[config.mk]
export PLATFORM = sky130hd
export DESIGN_NAME = rtcw_value_windows
export DESIGN_NICKNAME = d
export VERILOG_FILES = /design/src/pkg/rtcw_pkg.sv /design/src/design/rtcw_value_windows.sv /design/src/design/rtcw_axil_port.sv
export SDC_FILE = /design/constraint.sdc
export NUM_CORES = 1
export LEC_CHECK = 0
export ABC_AREA = 0
export ABC_CLOCK_PERIOD_IN_PS = 4400
export BUFFER_PORTS_ARGS = -buffer_cell sky130_fd_sc_hd__buf_2
export CAP_MARGIN = 25
export CORE_AREA = 4 4 85 119
export CTS_BUF_LIST = sky130_fd_sc_hd__clkbuf_8
export CTS_CLUSTER_SIZE = 20
export DETAILED_ROUTE_END_ITERATION = 6
export DIE_AREA = 0 0 89 123
export PLACE_DENSITY = 0.92
export SYNTH_ARGS = -nofsm -noshare
export SYNTH_HDL_FRONTEND = slang
export SYNTH_SLANG_ARGS = --single-unit
export TNS_END_PERCENT = 50
[constraint.sdc]
create_clock -name clk -period 4.4 [get_ports clk]
set_clock_uncertainty 0.1 [all_clocks]
set_input_delay 0.22 -clock clk [delete_from_list [all_inputs] [get_ports clk]]
set_output_delay 0.22 -clock clk [all_outputs]
set_load 0.01 [all_outputs]
[src/pkg/rtcw_pkg.sv]
// Package for the time and alarm value windows: map, field masks, carriers and helpers.
`default_nettype none
package rtcw_pkg;

  // Register map, byte addresses on the AXI4-Lite port.
  localparam int          ADDR_W      = 4;
  localparam logic [3:0]  CTRL_OFF    = 4'h0;
  localparam logic [3:0]  TIME_OFF    = 4'h4;
  localparam logic [3:0]  ALARM_OFF   = 4'h8;

  // Control word layout.
  localparam int          PTR_W       = 2;
  localparam int          WREN_BIT    = 0;
  localparam int          TPTR_LSB    = 4;
  localparam int          APTR_LSB    = 8;
  localparam logic [15:0] CTRL_MASK   = 16'h0331;

  // Window pointer codes.
  localparam logic [1:0]  PTR_MINSEC  = 2'h0;
  localparam logic [1:0]  PTR_WKHR    = 2'h1;
  localparam logic [1:0]  PTR_MTHDAY  = 2'h2;
  localparam logic [1:0]  PTR_YEAR    = 2'h3;
  localparam int          TIME_WORDS  = 4;
  localparam int          ALARM_WORDS = 3;

  // Bits that hold BCD digits in each word; all other bits read as zero.
  localparam logic [15:0] MASK_YEAR   = 16'h00ff;
  localparam logic [15:0] MASK_MTHDAY = 16'h1f3f;
  localparam logic [15:0] MASK_WKHR   = 16'h073f;
  localparam logic [15:0] MASK_MINSEC = 16'h7f7f;
  localparam logic [15:0] MASK_NONE   = 16'h0000;

  // AXI responses.
  localparam logic [1:0]  RESP_OKAY   = 2'h0;
  localparam logic [1:0]  RESP_SLVERR = 2'h2;

  typedef struct packed {
    logic [ADDR_W-1:0] addr;
    logic [31:0]       data;
    logic [3:0]        strb;
  } rtcw_wreq_t;

  function automatic logic [15:0] rtcw_word_mask(input logic [1:0] ptr);
    unique case (ptr)
      PTR_YEAR:   rtcw_word_mask = MASK_YEAR;
      PTR_MTHDAY: rtcw_word_mask = MASK_MTHDAY;
      PTR_WKHR:   rtcw_word_mask = MASK_WKHR;
      PTR_MINSEC: rtcw_word_mask = MASK_MINSEC;
    endcase
  endfunction

  function automatic logic rtcw_addr_known(input logic [ADDR_W-1:0] addr);
    rtcw_addr_known = (addr == CTRL_OFF) || (addr == TIME_OFF) || (addr == ALARM_OFF);
  endfunction

  // Byte-lane merge of a 16-bit register; only the two low lanes exist.
  function automatic logic [15:0] rtcw_merge(input logic [15:0] old_val,
                                             input logic [15:0] new_val,
                                             input logic [3:0]  strb);
    rtcw_merge = {strb[1] ? new_val[15:8] : old_val[15:8],
                  strb[0] ? new_val[7:0]  : old_val[7:0]};
  endfunction

endpackage
`default_nettype wire

[src/design/rtcw_value_windows.sv]
// Time and alarm value windows of the real-time clock, reached over AXI4-Lite.
//
// Notes on behaviour
// - Time pointer 11 shows the year: tens in bits 7-4, ones in 3-0.
// - The year word changes on write only while clock write enable is 1.
// - Time pointer 10 shows month: tens bit 12, ones digit bits 11-8.
// - Month/day word keeps day tens in bits 5-4, day ones in 3-0.
// - Time pointer 01 shows the weekday digit in bits 10-8.
// - Weekday/hours word keeps hour tens in bits 5-4, hour ones in 3-0.
// - Time pointer 00 shows minutes: tens bits 14-12, ones bits 11-8.
// - Minutes/seconds word keeps seconds tens in bits 6-4, ones in 3-0.
// - Time and alarm month/day and weekday/hours writes need write enable.
// - Alarm pointer picks alarm month/day, weekday/hours or minutes/seconds.
// - Bits outside the BCD fields ignore writes and read as zero.
`timescale 1ns/10ps
`default_nettype none
module rtcw_value_windows #(
  parameter int AW = rtcw_pkg::ADDR_W
) (
  // Clock and reset
  input  wire logic                      clk,
  input  wire logic                      reset,
  // AXI4-Lite write channels
  input  wire logic [AW-1:0]             s_axi_awaddr,
  input  wire logic                      s_axi_awvalid,
  output logic                           s_axi_awready,
  input  wire logic [31:0]               s_axi_wdata,
  input  wire logic [3:0]                s_axi_wstrb,
  input  wire logic                      s_axi_wvalid,
  output logic                           s_axi_wready,
  output logic [1:0]                     s_axi_bresp,
  output logic                           s_axi_bvalid,
  input  wire logic                      s_axi_bready,
  // AXI4-Lite read channels
  input  wire logic [AW-1:0]             s_axi_araddr,
  input  wire logic                      s_axi_arvalid,
  output logic                           s_axi_arready,
  output logic [31:0]                    s_axi_rdata,
  output logic [1:0]                     s_axi_rresp,
  output logic                           s_axi_rvalid,
  input  wire logic                      s_axi_rready,
  // Control state seen by the calendar logic
  output logic                           clock_write_enable,
  output logic [rtcw_pkg::PTR_W-1:0]     time_window_pointer,
  output logic [rtcw_pkg::PTR_W-1:0]     alarm_window_pointer
);
  import rtcw_pkg::*;

  if (AW < ADDR_W) begin : g_bad_aw
    $error("rtcw_value_windows: AW too narrow for the register map");
  end

  ////////////////////////////////////////////////////////////////////////////
  // Bus front end

  rtcw_wreq_t          wreq;
  logic                wreq_valid;
  logic [ADDR_W-1:0]   rd_addr;
  logic [15:0]         rd_word;

  rtcw_axil_port #(
    .AW (AW)
  ) u_port (
    .clk           (clk),
    .reset         (reset),
    .s_axi_awaddr  (s_axi_awaddr),
    .s_axi_awvalid (s_axi_awvalid),
    .s_axi_awready (s_axi_awready),
    .s_axi_wdata   (s_axi_wdata),
    .s_axi_wstrb   (s_axi_wstrb),
    .s_axi_wvalid  (s_axi_wvalid),
    .s_axi_wready  (s_axi_wready),
    .s_axi_bresp   (s_axi_bresp),
    .s_axi_bvalid  (s_axi_bvalid),
    .s_axi_bready  (s_axi_bready),
    .s_axi_araddr  (s_axi_araddr),
    .s_axi_arvalid (s_axi_arvalid),
    .s_axi_arready (s_axi_arready),
    .s_axi_rdata   (s_axi_rdata),
    .s_axi_rresp   (s_axi_rresp),
    .s_axi_rvalid  (s_axi_rvalid),
    .s_axi_rready  (s_axi_rready),
    .wreq          (wreq),
    .wreq_valid    (wreq_valid),
    .rd_addr       (rd_addr),
    .rd_word       (rd_word)
  );

  ////////////////////////////////////////////////////////////////////////////
  // Control word: write enable and the two window pointers

  logic                clock_write_enable_ff;
  logic [PTR_W-1:0]    time_ptr_ff;
  logic [PTR_W-1:0]    alarm_ptr_ff;
  logic [15:0]         ctrl_view;
  logic [15:0]         nxt_ctrl;

  assign ctrl_view = {6'h00, alarm_ptr_ff, 2'h0, time_ptr_ff, 3'h0, clock_write_enable_ff};
  assign nxt_ctrl  = rtcw_merge(ctrl_view, wreq.data[15:0], wreq.strb) & CTRL_MASK;

  always_ff @(posedge clk) begin
    if (reset) begin
      clock_write_enable_ff <= 1'b0;
      time_ptr_ff           <= PTR_MINSEC;
      alarm_ptr_ff          <= PTR_MINSEC;
    end else if (wreq_valid && wreq.addr == CTRL_OFF) begin
      clock_write_enable_ff <= nxt_ctrl[WREN_BIT];
      time_ptr_ff           <= nxt_ctrl[TPTR_LSB +: PTR_W];
      alarm_ptr_ff          <= nxt_ctrl[APTR_LSB +: PTR_W];
    end
  end

  assign clock_write_enable   = clock_write_enable_ff;
  assign time_window_pointer  = time_ptr_ff;
  assign alarm_window_pointer = alarm_ptr_ff;

  ////////////////////////////////////////////////////////////////////////////
  // Value word storage
  //
  // The words carry no reset on purpose: an RTC keeps its time across a
  // processor reset, so clearing it here would lose the calendar.

  logic [15:0]         time_words_ff  [TIME_WORDS];
  logic [15:0]         alarm_words_ff [ALARM_WORDS];
  logic                time_wr;
  logic                alarm_wr;
  logic                time_wr_ok;
  logic                alarm_wr_ok;
  logic [15:0]         time_view;
  logic [15:0]         alarm_view;
  logic [15:0]         nxt_time_word;
  logic [15:0]         nxt_alarm_word;

  assign time_wr  = wreq_valid && wreq.addr == TIME_OFF;
  assign alarm_wr = wreq_valid && wreq.addr == ALARM_OFF;

  // Only the minutes/seconds words are writable without the enable.
  assign time_wr_ok  = clock_write_enable_ff || time_ptr_ff == PTR_MINSEC;
  assign alarm_wr_ok = alarm_ptr_ff != PTR_YEAR
                       && (clock_write_enable_ff || alarm_ptr_ff == PTR_MINSEC);

  // Digits are stored as written; no range check, so software owns legality.
  assign nxt_time_word  = rtcw_merge(time_view, wreq.data[15:0], wreq.strb)
                          & rtcw_word_mask(time_ptr_ff);
  assign nxt_alarm_word = rtcw_merge(alarm_view, wreq.data[15:0], wreq.strb)
                          & rtcw_word_mask(alarm_ptr_ff);

  always_ff @(posedge clk) begin
    if (time_wr && time_wr_ok) begin
      time_words_ff[time_ptr_ff] <= nxt_time_word;
    end
  end

  always_ff @(posedge clk) begin
    if (alarm_wr && alarm_wr_ok) begin
      alarm_words_ff[alarm_ptr_ff] <= nxt_alarm_word;
    end
  end

  ////////////////////////////////////////////////////////////////////////////
  // Window views and read mux

  always_comb begin
    unique case (time_ptr_ff)
      PTR_YEAR:   time_view = time_words_ff[PTR_YEAR] & MASK_YEAR;
      PTR_MTHDAY: time_view = time_words_ff[PTR_MTHDAY] & MASK_MTHDAY;
      PTR_WKHR:   time_view = time_words_ff[PTR_WKHR] & MASK_WKHR;
      PTR_MINSEC: time_view = time_words_ff[PTR_MINSEC] & MASK_MINSEC;
    endcase
  end

  // The alarm set has no year word; that pointer code reads as zero.
  always_comb begin
    unique case (alarm_ptr_ff)
      PTR_MTHDAY: alarm_view = alarm_words_ff[PTR_MTHDAY] & MASK_MTHDAY;
      PTR_WKHR:   alarm_view = alarm_words_ff[PTR_WKHR] & MASK_WKHR;
      PTR_MINSEC: alarm_view = alarm_words_ff[PTR_MINSEC] & MASK_MINSEC;
      PTR_YEAR:   alarm_view = MASK_NONE;
    endcase
  end

  always_comb begin
    unique case (rd_addr)
      CTRL_OFF:  rd_word = ctrl_view;
      TIME_OFF:  rd_word = time_view;
      ALARM_OFF: rd_word = alarm_view;
      default:   rd_word = 16'h0000;
    endcase
  end

  ////////////////////////////////////////////////////////////////////////////
  // Assertions
  //
  // A word counts as known once written, so checks never look at the
  // undefined power-up contents.

  logic [TIME_WORDS-1:0]  time_known_ff;
  logic [ALARM_WORDS-1:0] alarm_known_ff;
  logic                   rd_take;

  assign rd_take = s_axi_arvalid && s_axi_arready;

  always_ff @(posedge clk) begin
    if (reset) begin
      time_known_ff  <= '0;
      alarm_known_ff <= '0;
    end else begin
      if (time_wr && time_wr_ok) time_known_ff[time_ptr_ff] <= 1'b1;
      if (alarm_wr && alarm_wr_ok && alarm_ptr_ff != PTR_YEAR) begin
        alarm_known_ff[alarm_ptr_ff] <= 1'b1;
      end
    end
  end
endmodule
`default_nettype wire

[src/design/rtcw_axil_port.sv]
// AXI4-Lite slave front end for the value windows.
`timescale 1ns/10ps
`default_nettype none
module rtcw_axil_port #(
  parameter int AW = rtcw_pkg::ADDR_W
) (
  // Clock and reset
  input  wire logic                      clk,
  input  wire logic                      reset,
  // Write channels
  input  wire logic [AW-1:0]             s_axi_awaddr,
  input  wire logic                      s_axi_awvalid,
  output logic                           s_axi_awready,
  input  wire logic [31:0]               s_axi_wdata,
  input  wire logic [3:0]                s_axi_wstrb,
  input  wire logic                      s_axi_wvalid,
  output logic                           s_axi_wready,
  output logic [1:0]                     s_axi_bresp,
  output logic                           s_axi_bvalid,
  input  wire logic                      s_axi_bready,
  // Read channels
  input  wire logic [AW-1:0]             s_axi_araddr,
  input  wire logic                      s_axi_arvalid,
  output logic                           s_axi_arready,
  output logic [31:0]                    s_axi_rdata,
  output logic [1:0]                     s_axi_rresp,
  output logic                           s_axi_rvalid,
  input  wire logic                      s_axi_rready,
  // Register file side
  output rtcw_pkg::rtcw_wreq_t           wreq,
  output logic                           wreq_valid,
  output logic [rtcw_pkg::ADDR_W-1:0]    rd_addr,
  input  wire logic [15:0]               rd_word
);
  import rtcw_pkg::*;

  logic                aw_held_ff;
  logic                w_held_ff;
  logic [ADDR_W-1:0]   awaddr_ff;
  logic [31:0]         wdata_ff;
  logic [3:0]          wstrb_ff;
  logic                bvalid_ff;
  logic [1:0]          bresp_ff;
  logic                rvalid_ff;
  logic [1:0]          rresp_ff;
  logic [31:0]         rdata_ff;

  // Address and data are taken independently; neither is taken while a response waits.
  assign s_axi_awready = !aw_held_ff && !bvalid_ff;
  assign s_axi_wready  = !w_held_ff && !bvalid_ff;
  assign s_axi_arready = !rvalid_ff;
  assign wreq_valid    = aw_held_ff && w_held_ff && !bvalid_ff;
  assign wreq          = '{addr: awaddr_ff, data: wdata_ff, strb: wstrb_ff};
  assign rd_addr       = s_axi_araddr[ADDR_W-1:0];
  assign s_axi_bvalid  = bvalid_ff;
  assign s_axi_bresp   = bresp_ff;
  assign s_axi_rvalid  = rvalid_ff;
  assign s_axi_rresp   = rresp_ff;
  assign s_axi_rdata   = rdata_ff;

  always_ff @(posedge clk) begin
    if (reset || wreq_valid) begin
      aw_held_ff <= 1'b0;
      w_held_ff  <= 1'b0;
    end else begin
      if (s_axi_awvalid && s_axi_awready) aw_held_ff <= 1'b1;
      if (s_axi_wvalid && s_axi_wready) w_held_ff <= 1'b1;
    end
  end

  always_ff @(posedge clk) begin
    if (s_axi_awvalid && s_axi_awready) awaddr_ff <= s_axi_awaddr[ADDR_W-1:0];
    if (s_axi_wvalid && s_axi_wready) begin
      wdata_ff <= s_axi_wdata;
      wstrb_ff <= s_axi_wstrb;
    end
  end

  always_ff @(posedge clk) begin
    if (reset) begin
      bvalid_ff <= 1'b0;
      bresp_ff  <= RESP_OKAY;
    end else if (wreq_valid) begin
      bvalid_ff <= 1'b1;
      bresp_ff  <= rtcw_addr_known(awaddr_ff) ? RESP_OKAY : RESP_SLVERR;
    end else if (s_axi_bready) begin
      bvalid_ff <= 1'b0;
    end
  end

  always_ff @(posedge clk) begin
    if (reset) begin
      rvalid_ff <= 1'b0;
      rresp_ff  <= RESP_OKAY;
      rdata_ff  <= 32'h0000_0000;
    end else if (s_axi_arvalid && s_axi_arready) begin
      rvalid_ff <= 1'b1;
      rresp_ff  <= rtcw_addr_known(rd_addr) ? RESP_OKAY : RESP_SLVERR;
      rdata_ff  <= {16'h0000, rd_word};
    end else if (s_axi_rready) begin
      rvalid_ff <= 1'b0;
    end
  end

endmodule
`default_nettype wire

==> summary.md <==
| Metric | Value |
|---|---|
| Status | `finished, final reports clean` |
| First-pass GRT wire length | `just under 20000 um` |
| Final instance area | `about 0.0062 sq mm` |
| Routed wl met3 | `1070 um` |
| Drt wl/cell | `20.4 um` |
| Die area | `0.0109 sq mm` |
| Layout Nets | `~570` |
| Sink Count | `between 100 and 150` |
| Register Area | `0.00343 sq mm` |
| Crit Path Class | `register to register` |
| Area Growth Syn to Fin | `15.6%` |
| Cell count after placement | `about 570` |
| Syn Area/Cell | `roughly 12 sq um` |
| Vias per inst | `about 6.1` |
| Worst Slack Setup Final | `1.62 ns` |
| Synth Instances | `approximately 430` |
| DRT antenna net count | `0` |
| Post_cts resized | `0` |
| Tmin final | `about 2.8 ns` |
| CP Depth | `5` |
| Unique masters post-synth | `49` |
| Commonest cells after routing, fill and taps aside | `edfxtp_1, buf_2, nand2_1` |
| WL met2 | `around 6700 um` |
| Drc violations | `0` |
| Worst Reg-to-Reg Cells | `5` |
| RD Place Congestion | `~0.86` |
| Crit-path slowest cell | `and2_1` |
| Core Area | `0.00898 sq mm` |
| Top_reg_cell synth | `edfxtp_1` |
| CTS Buffer Depth | `2` |
| Cts bufs inserted | `17` |
| Worst Path Arrival | `between 2 and 3 ns` |
| HP Start | `s_axi_arvalid` |
| Uppermost routed layer | `met4` |
| Layout fillers | `596` |
| # rows | `just over 40` |
| CP cell instances | `inv_1 > ha_1 > o21ai_0 > nor3_1 > and2_1` |
| Dpl ws | `1.69 ns` |
| EDFF count, synth | `97` |
| Max IR drop VDD | `0.000318 V` |
| Placed Instance Area | `around 0.0056 sq mm` |
| Buffers & Inverters on Critical Path | `1` |
| Post-route clock period utilization | `roughly 63%` |
| Gr ovfl total | `0` |
| CTS tree | `done` |
| Worst hold-check path type | `primary input to register` |
| Tightest Pin Transition | `about 0.99 ns` |
| Ant. Diodes | `0` |
| 1st-iter DRT viols | `around 370` |
| Fin. Hold Viols | `0` |
| Share of the yosys chip area belonging to registers | `approximately 64%` |
| Layout cell share with drive strength beyond 1 | `roughly a fifth` |
| Pwr/cell area | `375 mW/mm^2` |
| Most common cell after layout, fill and taps aside | `edfxtp_1` |
| DRT Pass-1 Iters | `5` |
| Unrepaired setup endpoints after global routing | `no` |
| Port bufs | `just under 60` |
| Multi-input combinational cell area | `0.00170 sq mm` |
| Mapped cell area | `0.00533 sq mm` |
| Worst flop-to-flop path startpoint | `time_window_pointer[0]$_SDFFE_PP0P_` |
| Gr usage total | `between 20% and 30%` |
| Die X | `approximately 89 um` |
| Skew-Pair Late Insertion Delay | `roughly 0.44 ns` |
| Fin cells | `623` |
| Crit path max fanout | `17` |
| Post-DP HPWL | `8150 um` |
| Largest net degree at the start of global routing | `29` |
| Root Buffer | `clkbuf_8` |
| Die H | `around 120 um` |
| # setup viols final | `0` |
| Initial Util | `about 60%` |
| Vias in the first global route | `3814` |
| Total number of vias | `around 3800` |
| Critical path launch point type | `register` |
| Slew HR | `roughly a third` |
| Final number of max-transition violations | `0` |
| Async SR Flop Fraction | `0%` |
| Sum of negative setup slack | `0 ns` |
| #FFs+latches synth | `approximately 120` |
| Hold Path Cell Cnt | `3` |
| Number of setup buffers added after CTS | `0` |
| Leakage power | `between 2 and 2.5 nW` |
| Critical Path Max Stage Delay | `around 0.66 ns` |
| Drt total wl | `12700 um` |
| Depth of the CTS H-tree | `4` |
| Yosys warning total | `0` |
| Fmax | `approximately 0.36 GHz` |
| Crit. Startpoint | `time_window_pointer[0]$_SDFFE_PP0P_` |
| Hold-fix buffers, CTS | `23` |
| I/O pins | `just under 100` |
| CP Capture Type | `register` |
| CP delay by family, top | `simple AND/OR/NAND/NOR gates` |
| Initial antenna violation count | `0` |
| Worst Path Required | `~4.4 ns` |
| Max_cap viols | `0` |
| CTS clk-pin slew, worst paths | `roughly 0.070 ns` |
| Wl on met1 | `4580 um` |
cells in the mapped netlist, drive strengths merged (2+ instances only):
library cell	count	area share [%]
a31oi	3	0.35
a22oi	12	1.7
ha	12	2.8
nand3b	4	0.56
nand4	2	0.23
edfxtp	97	55
nor3	13	1.3
mux2i	6	1.1
o22ai	6	0.94
nor2	30	2.1
a21oi	27	2.5
o32a	2	0.38
and2	12	1.4
a221oi	10	1.6
nand3	2	0.19
nor3b	2	0.28
inv	6	0.42
buf	23	3.1
clkbuf	20	1.4
o21ai	20	1.9
o31ai	6	0.85
o21a	2	0.28
dfxtp	26	9.8
nand2b	12	1.6
or3	2	0.23
a32oi	2	0.33
a222oi	3	0.56
nor2b	13	1.5
or4b	2	0.38
nor4	5	1.1
nand2	36	2.5
worst reg2reg max path, delay by kind of cell (launching register included):
family | cells | cell delay (ns)
buffers and inverters | 1 | 0.13
AOI/OAI and AO/OA | 1 | 0.16
and+or+nand+nor | 2 | 1.03
adders and majority gates | 1 | 0.61
DFF | 1 | 0.37
path summary, 6_finish.rpt:
path | endpoint | slack [ns]
worst max-delay path | time_words_ff[0][2]$_DFFE_PP_ | 1.62
worst min-delay path | u_port.s_axi_rvalid$_SDFFE_PP0P_ | 0.13
worst max register to register | time_words_ff[0][2]$_DFFE_PP_ | 1.62
worst min register to register | u_port.s_axi_rdata[2]$_SDFFE_PP0P_ | 0.35
cell type report:
cell class | count | share of cell area [%]
inverter | 6 | 0.366
multi-input combinational | 274 | 27.5
tap | 107 | 2.17
timing repair buffer | 82 | 8.53
clock inverter | 12 | 1.38
sequential | 123 | 55.8
clock buffer | 19 | 4.25
flip-flops by register name (all words and copies together) (netlist names), 2 cells and up:
register,count
time_window_pointer,2
u_port.s_axi_rdata,15
u_port.wstrb_ff,2
time_words_ff,42
u_port.wdata_ff,15
alarm_words_ff,34
u_port.awaddr_ff,4
alarm_window_pointer,2
metal layers:
layer	GRT usage (%)	up-vias
li1	-	1712
met1	27.5	1823
met2	42.7	206
met3	8.33	35
met4	9.50	0
met5	0	-
where the power goes:
part / total (mW) / internal, mW / switching [mW]
Clock: 0.874 / 0.458 / 0.416
Sequential: 1.30 / 1.28 / 0.0222
Combinational: 0.132 / 0.0514 / 0.0809
Total: 2.31 / 1.79 / 0.519
cell families after synthesis:
family | count (synthesis) | synth area share (%)
muxes | 6 | 1.13
buffers and inverters | 49 | 4.98
AOI/OAI and AO/OA | 99 | 12.5
adders and majority gates | 12 | 2.82
other | 1 | 0.0704
and+or+nand+nor | 138 | 14.0
DFF | 123 | 64.5
metrics by stage:
stage	hold slack [ns]	util (%)	total power, mW
finish	0.125	68.6	2.31
global route	0.119	68.6	2.39
CTS	0.103	68.6	2.31
detailed placement	0.298	62.2	1.44
global placement	0.297	62.1	1.43
floorplan	0.219	-	1.40
No activity file was read; power rests on OpenSTA's default activity.
